$ cat src/common/gtd_pkg.sv
package gtd_pkg;
    // apb byte addresses, one aligned word each
    localparam logic [7:0] ADDR_CTRL = 8'h00;
    localparam logic [7:0] ADDR_ENTRY0_LO = 8'h04;
    localparam logic [7:0] ADDR_ENTRY0_HI = 8'h08;
    localparam logic [7:0] ADDR_ENTRY1_LO = 8'h0c;
    localparam logic [7:0] ADDR_ENTRY1_HI = 8'h10;
    localparam logic [7:0] ADDR_SURF_BASE = 8'h14;
    localparam logic [7:0] ADDR_THREAD_CAP = 8'h18;
    localparam logic [7:0] ADDR_PREFETCH = 8'h1c;
    localparam logic [7:0] ADDR_STATUS = 8'h20;

    // control register fields
    localparam int CTRL_ENABLE = 0;
    localparam int CTRL_FLOAT = 1;
    localparam int CTRL_UFLOW = 2;
    localparam int CTRL_EMASK = 3;
    localparam int CTRL_ILLOP = 4;
    localparam int CTRL_SWEXC = 5;
    localparam int CTRL_PRIO = 6;
    localparam int CTRL_HWTBL = 7;
    localparam int CTRL_TAG_LSB = 8;
    localparam int CTRL_W = 12;
    localparam logic [11:0] CTRL_RESET = 12'h000;

    // thread state bit positions
    localparam int IP_ENTRY_LSB = 6;
    localparam int CR00_FLOAT = 0;
    localparam int CR00_UFLOW = 2;
    localparam int CR00_EMASK = 3;
    localparam int CR01_ILLOP = 12;
    localparam int CR01_SWEXC = 13;
    localparam int SR00_PRIO = 23;
    localparam int SR00_TAG_LSB = 24;

    // prefetch register fields
    localparam int PF_SAMP_LSB = 0;
    localparam int PF_SURF_LSB = 8;
    localparam logic [4:0] PF_SAMP_MAX = 5'h10;
    localparam logic [2:0] PF_SURF_PER_LINE = 3'h4;
    localparam logic [15:0] CAP_RESET = 16'h0001;
    localparam logic [31:0] ZERO_WORD = 32'h0000_0000;
endpackage : gtd_pkg

$ cat src/gtd_dispatch.sv
`timescale 1ns/1ps
module gtd_dispatch #(
    parameter int CNT_W = 16
) (
    input wire logic pclk,
    input wire logic presetn,
    input wire logic psel,
    input wire logic penable,
    input wire logic pwrite,
    input wire logic [7:0] paddr,
    input wire logic [31:0] pwdata,
    output logic [31:0] prdata,
    output logic pready,
    output logic pslverr,
    input wire logic spawn_req,
    input wire logic entry_select,
    output logic spawn_ack,
    input wire logic retire,
    output logic disp_valid,
    input wire logic disp_ready,
    output logic [31:0] disp_ip,
    output logic [7:0] disp_cr0_0,
    output logic [15:0] disp_cr0_1,
    output logic [31:0] disp_sr0_0,
    output logic [31:0] disp_sp,
    output logic [31:0] disp_sp_limit,
    output logic [31:0] disp_surface_base,
    output logic disp_high_prio,
    input wire logic mem_busy,
    output logic pf_valid,
    output logic [4:0] pf_sampler_count,
    output logic [7:0] pf_surface_field,
    output logic pf_mask_mode,
    output logic [2:0] pf_surf_per_line
);
    if (CNT_W < 2 || CNT_W > 16) begin : g_bad_width
        $error("gtd_dispatch: CNT_W must be 2..16");
    end

    typedef enum logic [0:0] {
        ST_IDLE = 1'b0,
        ST_OFFER = 1'b1
    } gtd_state_e;

    function automatic logic is_addr(input logic [7:0] a,
                                     input logic [7:0] ref_a);
        is_addr = (a == ref_a);
    endfunction

    function automatic logic mapped(input logic [7:0] a);
        mapped = is_addr(a, gtd_pkg::ADDR_CTRL)
            || is_addr(a, gtd_pkg::ADDR_ENTRY0_LO)
            || is_addr(a, gtd_pkg::ADDR_ENTRY0_HI)
            || is_addr(a, gtd_pkg::ADDR_ENTRY1_LO)
            || is_addr(a, gtd_pkg::ADDR_ENTRY1_HI)
            || is_addr(a, gtd_pkg::ADDR_SURF_BASE)
            || is_addr(a, gtd_pkg::ADDR_THREAD_CAP)
            || is_addr(a, gtd_pkg::ADDR_PREFETCH)
            || is_addr(a, gtd_pkg::ADDR_STATUS);
    endfunction

    logic [11:0] ctrl;
    logic [25:0] entry0;
    logic [15:0] entry0_hi;
    logic [25:0] entry1;
    logic [15:0] entry1_hi;
    logic [31:0] surf_base;
    logic [15:0] thread_cap;
    logic [4:0] samp_count;
    logic [7:0] surf_field;
    logic pf_pending;
    logic [CNT_W-1:0] active;
    gtd_state_e state;

    logic setup;
    logic wr_take;
    logic launch;
    logic retire_ok;
    logic pf_write;
    logic [4:0] next_samp;
    logic [CNT_W-1:0] cap_w;

    assign setup = psel && !penable;
    assign wr_take = psel && penable && pready && pwrite;
    assign pf_write = wr_take && is_addr(paddr, gtd_pkg::ADDR_PREFETCH);
    assign cap_w = thread_cap[CNT_W-1:0];
    // request taken only while enabled and below the cap
    assign launch = (state == ST_IDLE) && spawn_req
        && ctrl[gtd_pkg::CTRL_ENABLE] && (active < cap_w);
    assign retire_ok = retire && (active != '0);

    // round an illegal sampler count down to a legal one
    always_comb begin
        next_samp = {pwdata[gtd_pkg::PF_SAMP_LSB+4:gtd_pkg::PF_SAMP_LSB+2],
                     2'b00};
        if (next_samp > gtd_pkg::PF_SAMP_MAX) begin
            next_samp = gtd_pkg::PF_SAMP_MAX;
        end
    end

    // apb: one wait-free access phase, answer registered at setup
    always_ff @(posedge pclk or negedge presetn) begin
        if (!presetn) begin
            pready <= 1'b0;
            pslverr <= 1'b0;
        end else begin
            pready <= setup;
            pslverr <= setup && !mapped(paddr);
        end
    end

    always_ff @(posedge pclk or negedge presetn) begin
        if (!presetn) begin
            prdata <= gtd_pkg::ZERO_WORD;
        end else if (setup && !pwrite) begin
            unique case (paddr)
                gtd_pkg::ADDR_CTRL: prdata <= {20'h00000, ctrl};
                gtd_pkg::ADDR_ENTRY0_LO: prdata <= {entry0, 6'h00};
                gtd_pkg::ADDR_ENTRY0_HI: prdata <= {16'h0000, entry0_hi};
                gtd_pkg::ADDR_ENTRY1_LO: prdata <= {entry1, 6'h00};
                gtd_pkg::ADDR_ENTRY1_HI: prdata <= {16'h0000, entry1_hi};
                gtd_pkg::ADDR_SURF_BASE: prdata <= surf_base;
                gtd_pkg::ADDR_THREAD_CAP: prdata <= {16'h0000, thread_cap};
                gtd_pkg::ADDR_PREFETCH:
                    prdata <= {16'h0000, surf_field, 3'h0, samp_count};
                gtd_pkg::ADDR_STATUS:
                    prdata <= {15'h0000, pf_pending,
                               16'(active)};
                default: prdata <= gtd_pkg::ZERO_WORD;
            endcase
        end
    end

    always_ff @(posedge pclk or negedge presetn) begin
        if (!presetn) begin
            ctrl <= gtd_pkg::CTRL_RESET;
            entry0 <= 26'h0000000;
            entry0_hi <= 16'h0000;
            entry1 <= 26'h0000000;
            entry1_hi <= 16'h0000;
            surf_base <= gtd_pkg::ZERO_WORD;
            thread_cap <= gtd_pkg::CAP_RESET;
            samp_count <= 5'h00;
            surf_field <= 8'h00;
        end else if (wr_take) begin
            unique case (paddr)
                gtd_pkg::ADDR_CTRL: ctrl <= pwdata[11:0];
                gtd_pkg::ADDR_ENTRY0_LO: entry0 <= pwdata[31:6];
                // upper offset kept for readback only
                gtd_pkg::ADDR_ENTRY0_HI: entry0_hi <= pwdata[15:0];
                gtd_pkg::ADDR_ENTRY1_LO: entry1 <= pwdata[31:6];
                gtd_pkg::ADDR_ENTRY1_HI: entry1_hi <= pwdata[15:0];
                gtd_pkg::ADDR_SURF_BASE: surf_base <= pwdata;
                gtd_pkg::ADDR_THREAD_CAP: thread_cap <= pwdata[15:0];
                gtd_pkg::ADDR_PREFETCH: begin
                    samp_count <= next_samp;
                    surf_field <= pwdata[gtd_pkg::PF_SURF_LSB+7:
                                         gtd_pkg::PF_SURF_LSB];
                end
                default: begin
                end
            endcase
        end
    end

    // a fresh write wins over the clear by a launch in the same cycle
    always_ff @(posedge pclk or negedge presetn) begin
        if (!presetn) begin
            pf_pending <= 1'b0;
        end else if (pf_write) begin
            pf_pending <= 1'b1;
        end else if (launch) begin
            pf_pending <= 1'b0;
        end
    end

    always_ff @(posedge pclk or negedge presetn) begin
        if (!presetn) begin
            active <= '0;
        end else if (launch && !retire_ok) begin
            active <= active + 1'b1;
        end else if (retire_ok && !launch) begin
            active <= active - 1'b1;
        end
    end

    always_ff @(posedge pclk or negedge presetn) begin
        if (!presetn) begin
            state <= ST_IDLE;
            disp_valid <= 1'b0;
            spawn_ack <= 1'b0;
        end else begin
            spawn_ack <= launch;
            unique case (state)
                ST_IDLE: begin
                    if (launch) begin
                        state <= ST_OFFER;
                        disp_valid <= 1'b1;
                    end
                end
                ST_OFFER: begin
                    if (disp_ready) begin
                        state <= ST_IDLE;
                        disp_valid <= 1'b0;
                    end
                end
            endcase
        end
    end

    // thread state captured at launch, held through the offer
    always_ff @(posedge pclk or negedge presetn) begin
        if (!presetn) begin
            disp_ip <= gtd_pkg::ZERO_WORD;
            disp_cr0_0 <= 8'h00;
            disp_cr0_1 <= 16'h0000;
            disp_sr0_0 <= gtd_pkg::ZERO_WORD;
            disp_surface_base <= gtd_pkg::ZERO_WORD;
            disp_high_prio <= 1'b0;
        end else if (launch) begin
            // low six ip bits zero; dword select 5:3 zero
            disp_ip <= {entry_select ? entry1 : entry0,
                        6'h00};
            // rounding and denorm bits stay zero
            disp_cr0_0 <= {4'h0,
                           ctrl[gtd_pkg::CTRL_EMASK],
                           ctrl[gtd_pkg::CTRL_UFLOW],
                           1'b0,
                           ctrl[gtd_pkg::CTRL_FLOAT]};
            // stack, halt and breakpoint enables stay zero
            disp_cr0_1 <= {2'b00,
                           ctrl[gtd_pkg::CTRL_SWEXC],
                           ctrl[gtd_pkg::CTRL_ILLOP],
                           12'h000};
            disp_sr0_0 <= {4'h0,
                           ctrl[gtd_pkg::CTRL_TAG_LSB+3:
                                gtd_pkg::CTRL_TAG_LSB],
                           ctrl[gtd_pkg::CTRL_PRIO],
                           23'h000000};
            disp_surface_base <= surf_base;
            disp_high_prio <= ctrl[gtd_pkg::CTRL_PRIO];
        end
    end

    // stack pointer and limit always zero for these threads
    always_ff @(posedge pclk or negedge presetn) begin
        if (!presetn) begin
            disp_sp <= gtd_pkg::ZERO_WORD;
            disp_sp_limit <= gtd_pkg::ZERO_WORD;
        end else begin
            disp_sp <= gtd_pkg::ZERO_WORD;
            disp_sp_limit <= gtd_pkg::ZERO_WORD;
        end
    end

    // prefetch is a hint: dropped, never retried, when memory is busy
    always_ff @(posedge pclk or negedge presetn) begin
        if (!presetn) begin
            pf_valid <= 1'b0;
            pf_sampler_count <= 5'h00;
            pf_surface_field <= 8'h00;
            pf_mask_mode <= 1'b0;
            pf_surf_per_line <= 3'h0;
        end else if (launch) begin
            pf_valid <= pf_pending && !mem_busy;
            pf_sampler_count <= samp_count;
            pf_surface_field <= surf_field;
            pf_mask_mode <= ctrl[gtd_pkg::CTRL_HWTBL];
            pf_surf_per_line <= ctrl[gtd_pkg::CTRL_HWTBL]
                ? gtd_pkg::PF_SURF_PER_LINE : 3'h0;
        end else if (disp_valid && disp_ready) begin
            pf_valid <= 1'b0;
        end
    end

    // cap as seen at launch: a lower cap written then only blocks
    a_cap_limit: assert property (
        @(posedge pclk) disable iff (!presetn)
        launch |=> (active <= $past(cap_w)) && (active != '0))
        else $error("active count passed the cap");

    a_enable_gate: assert property (
        @(posedge pclk) disable iff (!presetn)
        !ctrl[gtd_pkg::CTRL_ENABLE] |=> !$rose(spawn_ack))
        else $error("launch while stage disabled");

    a_ip_entry: assert property (
        @(posedge pclk) disable iff (!presetn)
        launch && !entry_select |=> disp_ip[31:6] == $past(entry0))
        else $error("ip does not carry entry offset");

    a_ip_low_zero: assert property (
        @(posedge pclk) disable iff (!presetn)
        disp_valid |-> disp_ip[5:3] == 3'h0)
        else $error("ip dword select not zero");

    a_entry_sel: assert property (
        @(posedge pclk) disable iff (!presetn)
        launch && entry_select |=> disp_ip[31:6] == $past(entry1))
        else $error("second entry offset not chosen");

    a_cr_bits: assert property (
        @(posedge pclk) disable iff (!presetn)
        launch |=> disp_cr0_0[0] == $past(ctrl[gtd_pkg::CTRL_FLOAT])
            && disp_cr0_0[2] == $past(ctrl[gtd_pkg::CTRL_UFLOW])
            && disp_cr0_0[3] == $past(ctrl[gtd_pkg::CTRL_EMASK])
            && disp_cr0_1[12] == $past(ctrl[gtd_pkg::CTRL_ILLOP])
            && disp_cr0_1[13] == $past(ctrl[gtd_pkg::CTRL_SWEXC]))
        else $error("control bits not copied");

    a_defaults: assert property (
        @(posedge pclk) disable iff (!presetn)
        disp_valid |-> disp_cr0_0[7:4] == 4'h0 && disp_cr0_1[11] == 1'b0
            && disp_cr0_1[15:14] == 2'b00 && disp_sp == '0
            && disp_sp_limit == '0)
        else $error("defaulted field not zero");

    a_prio_tag: assert property (
        @(posedge pclk) disable iff (!presetn)
        disp_valid |-> disp_sr0_0[23] == disp_high_prio)
        else $error("priority class mismatch");

    a_offer_hold: assert property (
        @(posedge pclk) disable iff (!presetn)
        disp_valid && !disp_ready |=> disp_valid && $stable(disp_ip)
            && $stable(disp_surface_base))
        else $error("dispatch dropped before accept");

    a_pf_once: assert property (
        @(posedge pclk) disable iff (!presetn)
        launch && !pf_pending |=> !pf_valid)
        else $error("prefetch without programming");

    a_pf_drop: assert property (
        @(posedge pclk) disable iff (!presetn)
        launch && mem_busy |=> !pf_valid)
        else $error("prefetch issued while memory busy");

    a_samp_legal: assert property (
        @(posedge pclk) disable iff (!presetn)
        samp_count[1:0] == 2'b00 && samp_count <= gtd_pkg::PF_SAMP_MAX)
        else $error("illegal sampler count");

    a_mask_four: assert property (
        @(posedge pclk) disable iff (!presetn)
        pf_valid && pf_mask_mode |-> pf_surf_per_line == 3'h4)
        else $error("mask mode per-line limit wrong");

    a_count_down: assert property (
        @(posedge pclk) disable iff (!presetn)
        retire_ok && !launch |=> active == $past(active) - 1'b1)
        else $error("retire not counted");
endmodule // gtd_dispatch

$ cat config.mk
export PLATFORM = sky130hd
export DESIGN_NAME = gtd_dispatch
export DESIGN_NICKNAME = d
export VERILOG_FILES = /design/src/common/gtd_pkg.sv /design/src/gtd_dispatch.sv
export SDC_FILE = /design/constraint.sdc
export NUM_CORES = 1
export LEC_CHECK = 0
export ABC_AREA = 1
export BUFFER_PORTS_ARGS = -buffer_cell sky130_fd_sc_hd__buf_4
export CORE_MARGIN = 2
export CORE_UTILIZATION = 35
export DETAILED_ROUTE_END_ITERATION = 8
export HOLD_SLACK_MARGIN = 0.1
export PLACE_DENSITY = 0.56
export SETUP_SLACK_MARGIN = 0.02
export SYNTH_ARGS = -nofsm -noshare
export SYNTH_HDL_FRONTEND = slang
export SYNTH_SLANG_ARGS = --single-unit
export TNS_END_PERCENT = 100
$ cat constraint.sdc
create_clock -name pclk -period 3.2 [get_ports pclk]
set_clock_uncertainty 0.1 [all_clocks]
set_input_delay 0.32 -clock pclk [delete_from_list [all_inputs] [get_ports pclk]]
set_output_delay 0.32 -clock pclk [all_outputs]
set_load 0.02 [all_outputs]
==> impl_results.md <==
- Hold WS: ~0.14 ns
- Post-synthesis sequential element count: 290
- Post-Layout Cell Count: between 2000 and 3000
- Crit share post-route: a little over nine tenths
- Minimum clock period: around 3.1 ns
- Total GRT Usage: about a fifth
- Setup CP Type: reg2reg
- Worst-Skew Late Latency: approximately 0.53 ns
- Post-Route WL: ~44000 um
- Syn-to-layout area delta: 24.5%
- Clock group share of total power: just under 40%
- Via-to-Cell Ratio: 4.73
- Clock buffer depth: 3
- Antenna diodes: 0
- Total grt overflow: 0
- Remaining antenna violation count: 0
- Clock buffer count from CTS: 35
- Yosys top cell by area: dfrtp_1
- I/O Pins: between 200 and 300
- Startpoint types: flip-flop
- Count of cell types in the netlist: 33
- TritonCTS Sinks: 290
- CP Capture Type: flip-flop
- Initial DRC Count: 820
- Vias in the first global route: 11367
- Worst Tran Pin Value: 0.983 ns
- Sequential power share: between 30% and 40%
- Clock Pin Slew Worst Setup and Hold Paths: approximately 0.060 ns
- Mean area per synthesized cell: about 8.1 um2
- Final Total Pwr: approximately 11 mW
- Slew HR: between 30% and 40%
- Final setup vio count: 0
- Post-Syn Instances: around 1800
- Area share of the largest cell type after synthesis: roughly half
- Share of layout cells above drive strength 1: 17.9%
- CTS H-tree lvls: 2
- Crit path DAT: 3.35 ns
- Cell Area, Synth: 0.0143 mm2
- Die Height: between 200 and 250 um
- Worst endpoint required time: around 3.5 ns
- Vias: ~12000
- Logic pwr share: a little under a quarter
- Power per cell area: just under 600 mW/mm2
- Yosys warnings: 0
- Count leader, synth: nand2_1
- Seq/Total Area, Yosys: 50.8%
- Global-route wire length before repair: about 66000 um
- Largest net degree at the start of global routing: 92
- Top post-synthesis cells by area: dfrtp_1, nand2_1, o21ai_0, buf_4, inv_1
- Fmax: 0.327 GHz
- Status: completed
- Initial antenna violation count: 0
- Total of max-cap violations: 0
- Num rows: 73
- Final HPWL DP: 30700 um
- Gpl congestion: roughly 0.85
- Internal power: roughly 7.4 mW
- Post-synth EDFFs: 0
- Fin nets: between 2000 and 2500
- Max Slew Vio Count: 0
- Hold crit path type: in2reg
- Final Hold Violating Endpoints: 0
- CP max FO: 8
- Root Buffer: clkbuf_16
- Ys async rst share: between 90% and 100%
- Setup TNS: 0 ns
- Wirelength per Cell: between 15 and 20 um
- Post-route DRC: 0
- TritonRoute pass-1 iters: 7
- Sw Share: 30.2%
- P_leak: 8.93 nW
- IO Port Bufs: ~170
- Initial Utilization: 35.7%
- Main flop type after synthesis: dfrtp_1
- Core area: about 0.04 mm2
- Unrepaired setup endpoints after global routing: true
- Fillers: roughly 4000
- Synth top cells by count: nand2_1, dfrtp_1, o21ai_0
- Die W: 206 um
- Dpl cells: roughly 2400
- Psw: between 3 and 4 mW
- VDD IR max: roughly 360 uV
- Total die area: approximately 0.042 mm2
- CTS tree: yes
-- cell usage in the layout (no fill, tap or decap), drive strengths merged, types with 2 or more instances in the layout --
master,netlist,layout
conb,1,120
and2,2,2
bufinv,0,4
nor4,3,3
clkbuf,42,51
a21oi,33,33
o21ai,307,307
nand2,580,580
or2,5,5
nor3,7,7
buf,148,228
ha,30,30
nand3b,4,4
o21a,3,3
nor2,64,64
dlygate4sd3,0,34
dfrtp,289,289
nand3,56,56
o22ai,4,4
nand4,7,7
clkinv,0,6
mux2i,9,9
inv,162,163
xnor2,3,3
-- cell type report --
class / instances / area, um2 / share of cell area, %
Sequential cell: 290 / 7260 / 40.8
Tap cell: 525 / 657 / 3.70
Multi-Input combinational cell: 1240 / 5910 / 33.2
Timing Repair Buffer: 262 / 2130 / 12.0
Inverter: 162 / 623 / 3.51
Clock buffer: 51 / 1020 / 5.72
Clock inverter: 12 / 185 / 1.04
-- registers in the layout (all words and copies together) (netlist names), 3 cells and up --
signal,flops
active,16
cap_w,16
ctrl,12
disp_cr0_0,3
disp_ip,26
disp_sr0_0,5
disp_surface_base,32
entry0,26
entry0_hi,16
entry1,26
entry1_hi,16
pf_sampler_count,3
pf_surface_field,8
prdata,32
samp_count,3
surf_base,32
surf_field,8
-- what timing repair did --
action                                  CTS  global route
buffers inserted                          0            11
endpoints found under the setup margin    7            68
pin swaps                                 0            17
gates resized for setup                   1            60
hold endpoints to repair                187             0
hold buffers                             34             0
-- layer usage --
layer	up-vias	global-route usage, %	wire [um]
met3	64	3.09	2420
met4	0	7.02	1170
met5	-	0	0
met2	380	32.1	19900
met1	5723	28.9	20100
li1	5848	-	-
-- stage by stage --
step | util, % | worst slack, ns | instance area [um2]
floorplan | - | 0.00701 | 14800
global placement | 39.7 | -0.0193 | 15900
detailed placement | 39.7 | -0.0214 | 15900
CTS | 43.6 | 0.0326 | 17400
global route | 44.4 | -0.0146 | 17800
finish | 44.4 | 0.142 | 17800
-- power by group through the flow --
stage	Sequential, mW	Combinational, mW	Clock, mW
2_1_floorplan	4.00	1.41	0
3_3_place_gp	3.96	2.11	0
3_5_place_dp	3.96	2.11	0
4_1_cts	3.90	2.16	4.24
5_1_grt	3.93	2.78	4.38
6_report	3.92	2.47	4.15
-- final timing paths --
kind                           start          to  slack, ns  cells past startpoint
max reg2reg                cap_w[11]   active[6]       0.14                     18
max                        cap_w[11]   active[6]       0.14                     18
min reg2reg                prdata[4]   prdata[4]       0.38                      2
min in group asynchronous    presetn     pslverr       0.28                      2
min                           pwrite  pf_pending       0.14                      3
max in group asynchronous    presetn  prdata[16]       1.76                      3
-- kinds of logic after synthesis --
| family | Yosys count | synth area share, % |
|---|---|---|
| and+or+nand+nor | 729 | 20.4 |
| buffers and inverters | 352 | 12.8 |
| AOI/OAI and AO/OA | 348 | 12.3 |
| DFF | 290 | 50.8 |
| adders and majority gates | 31 | 2.77 |
| muxes | 9 | 0.631 |
| xor gates and xnor gates | 3 | 0.184 |
| other | 1 | 0.0263 |
-- worst max-delay path, stage by stage, from the launching register on --
cell,delay [ns]
dfrtp_1,0.37
inv_1,0.06
ha_1,0.30
a21oi_1,0.21
a21oi_2,0.10
nor2_4,0.14
nand2_4,0.07
inv_4,0.06
ha_4,0.17
clkinv_8,0.09
buf_12,0.16
ha_4,0.26
a21oi_2,0.15
inv_1,0.06
nand2_1,0.06
nand3_2,0.11
or2_2,0.30
nand3_1,0.06
o21ai_0,0.09
Note: power is estimated with default switching activity, not from simulation.
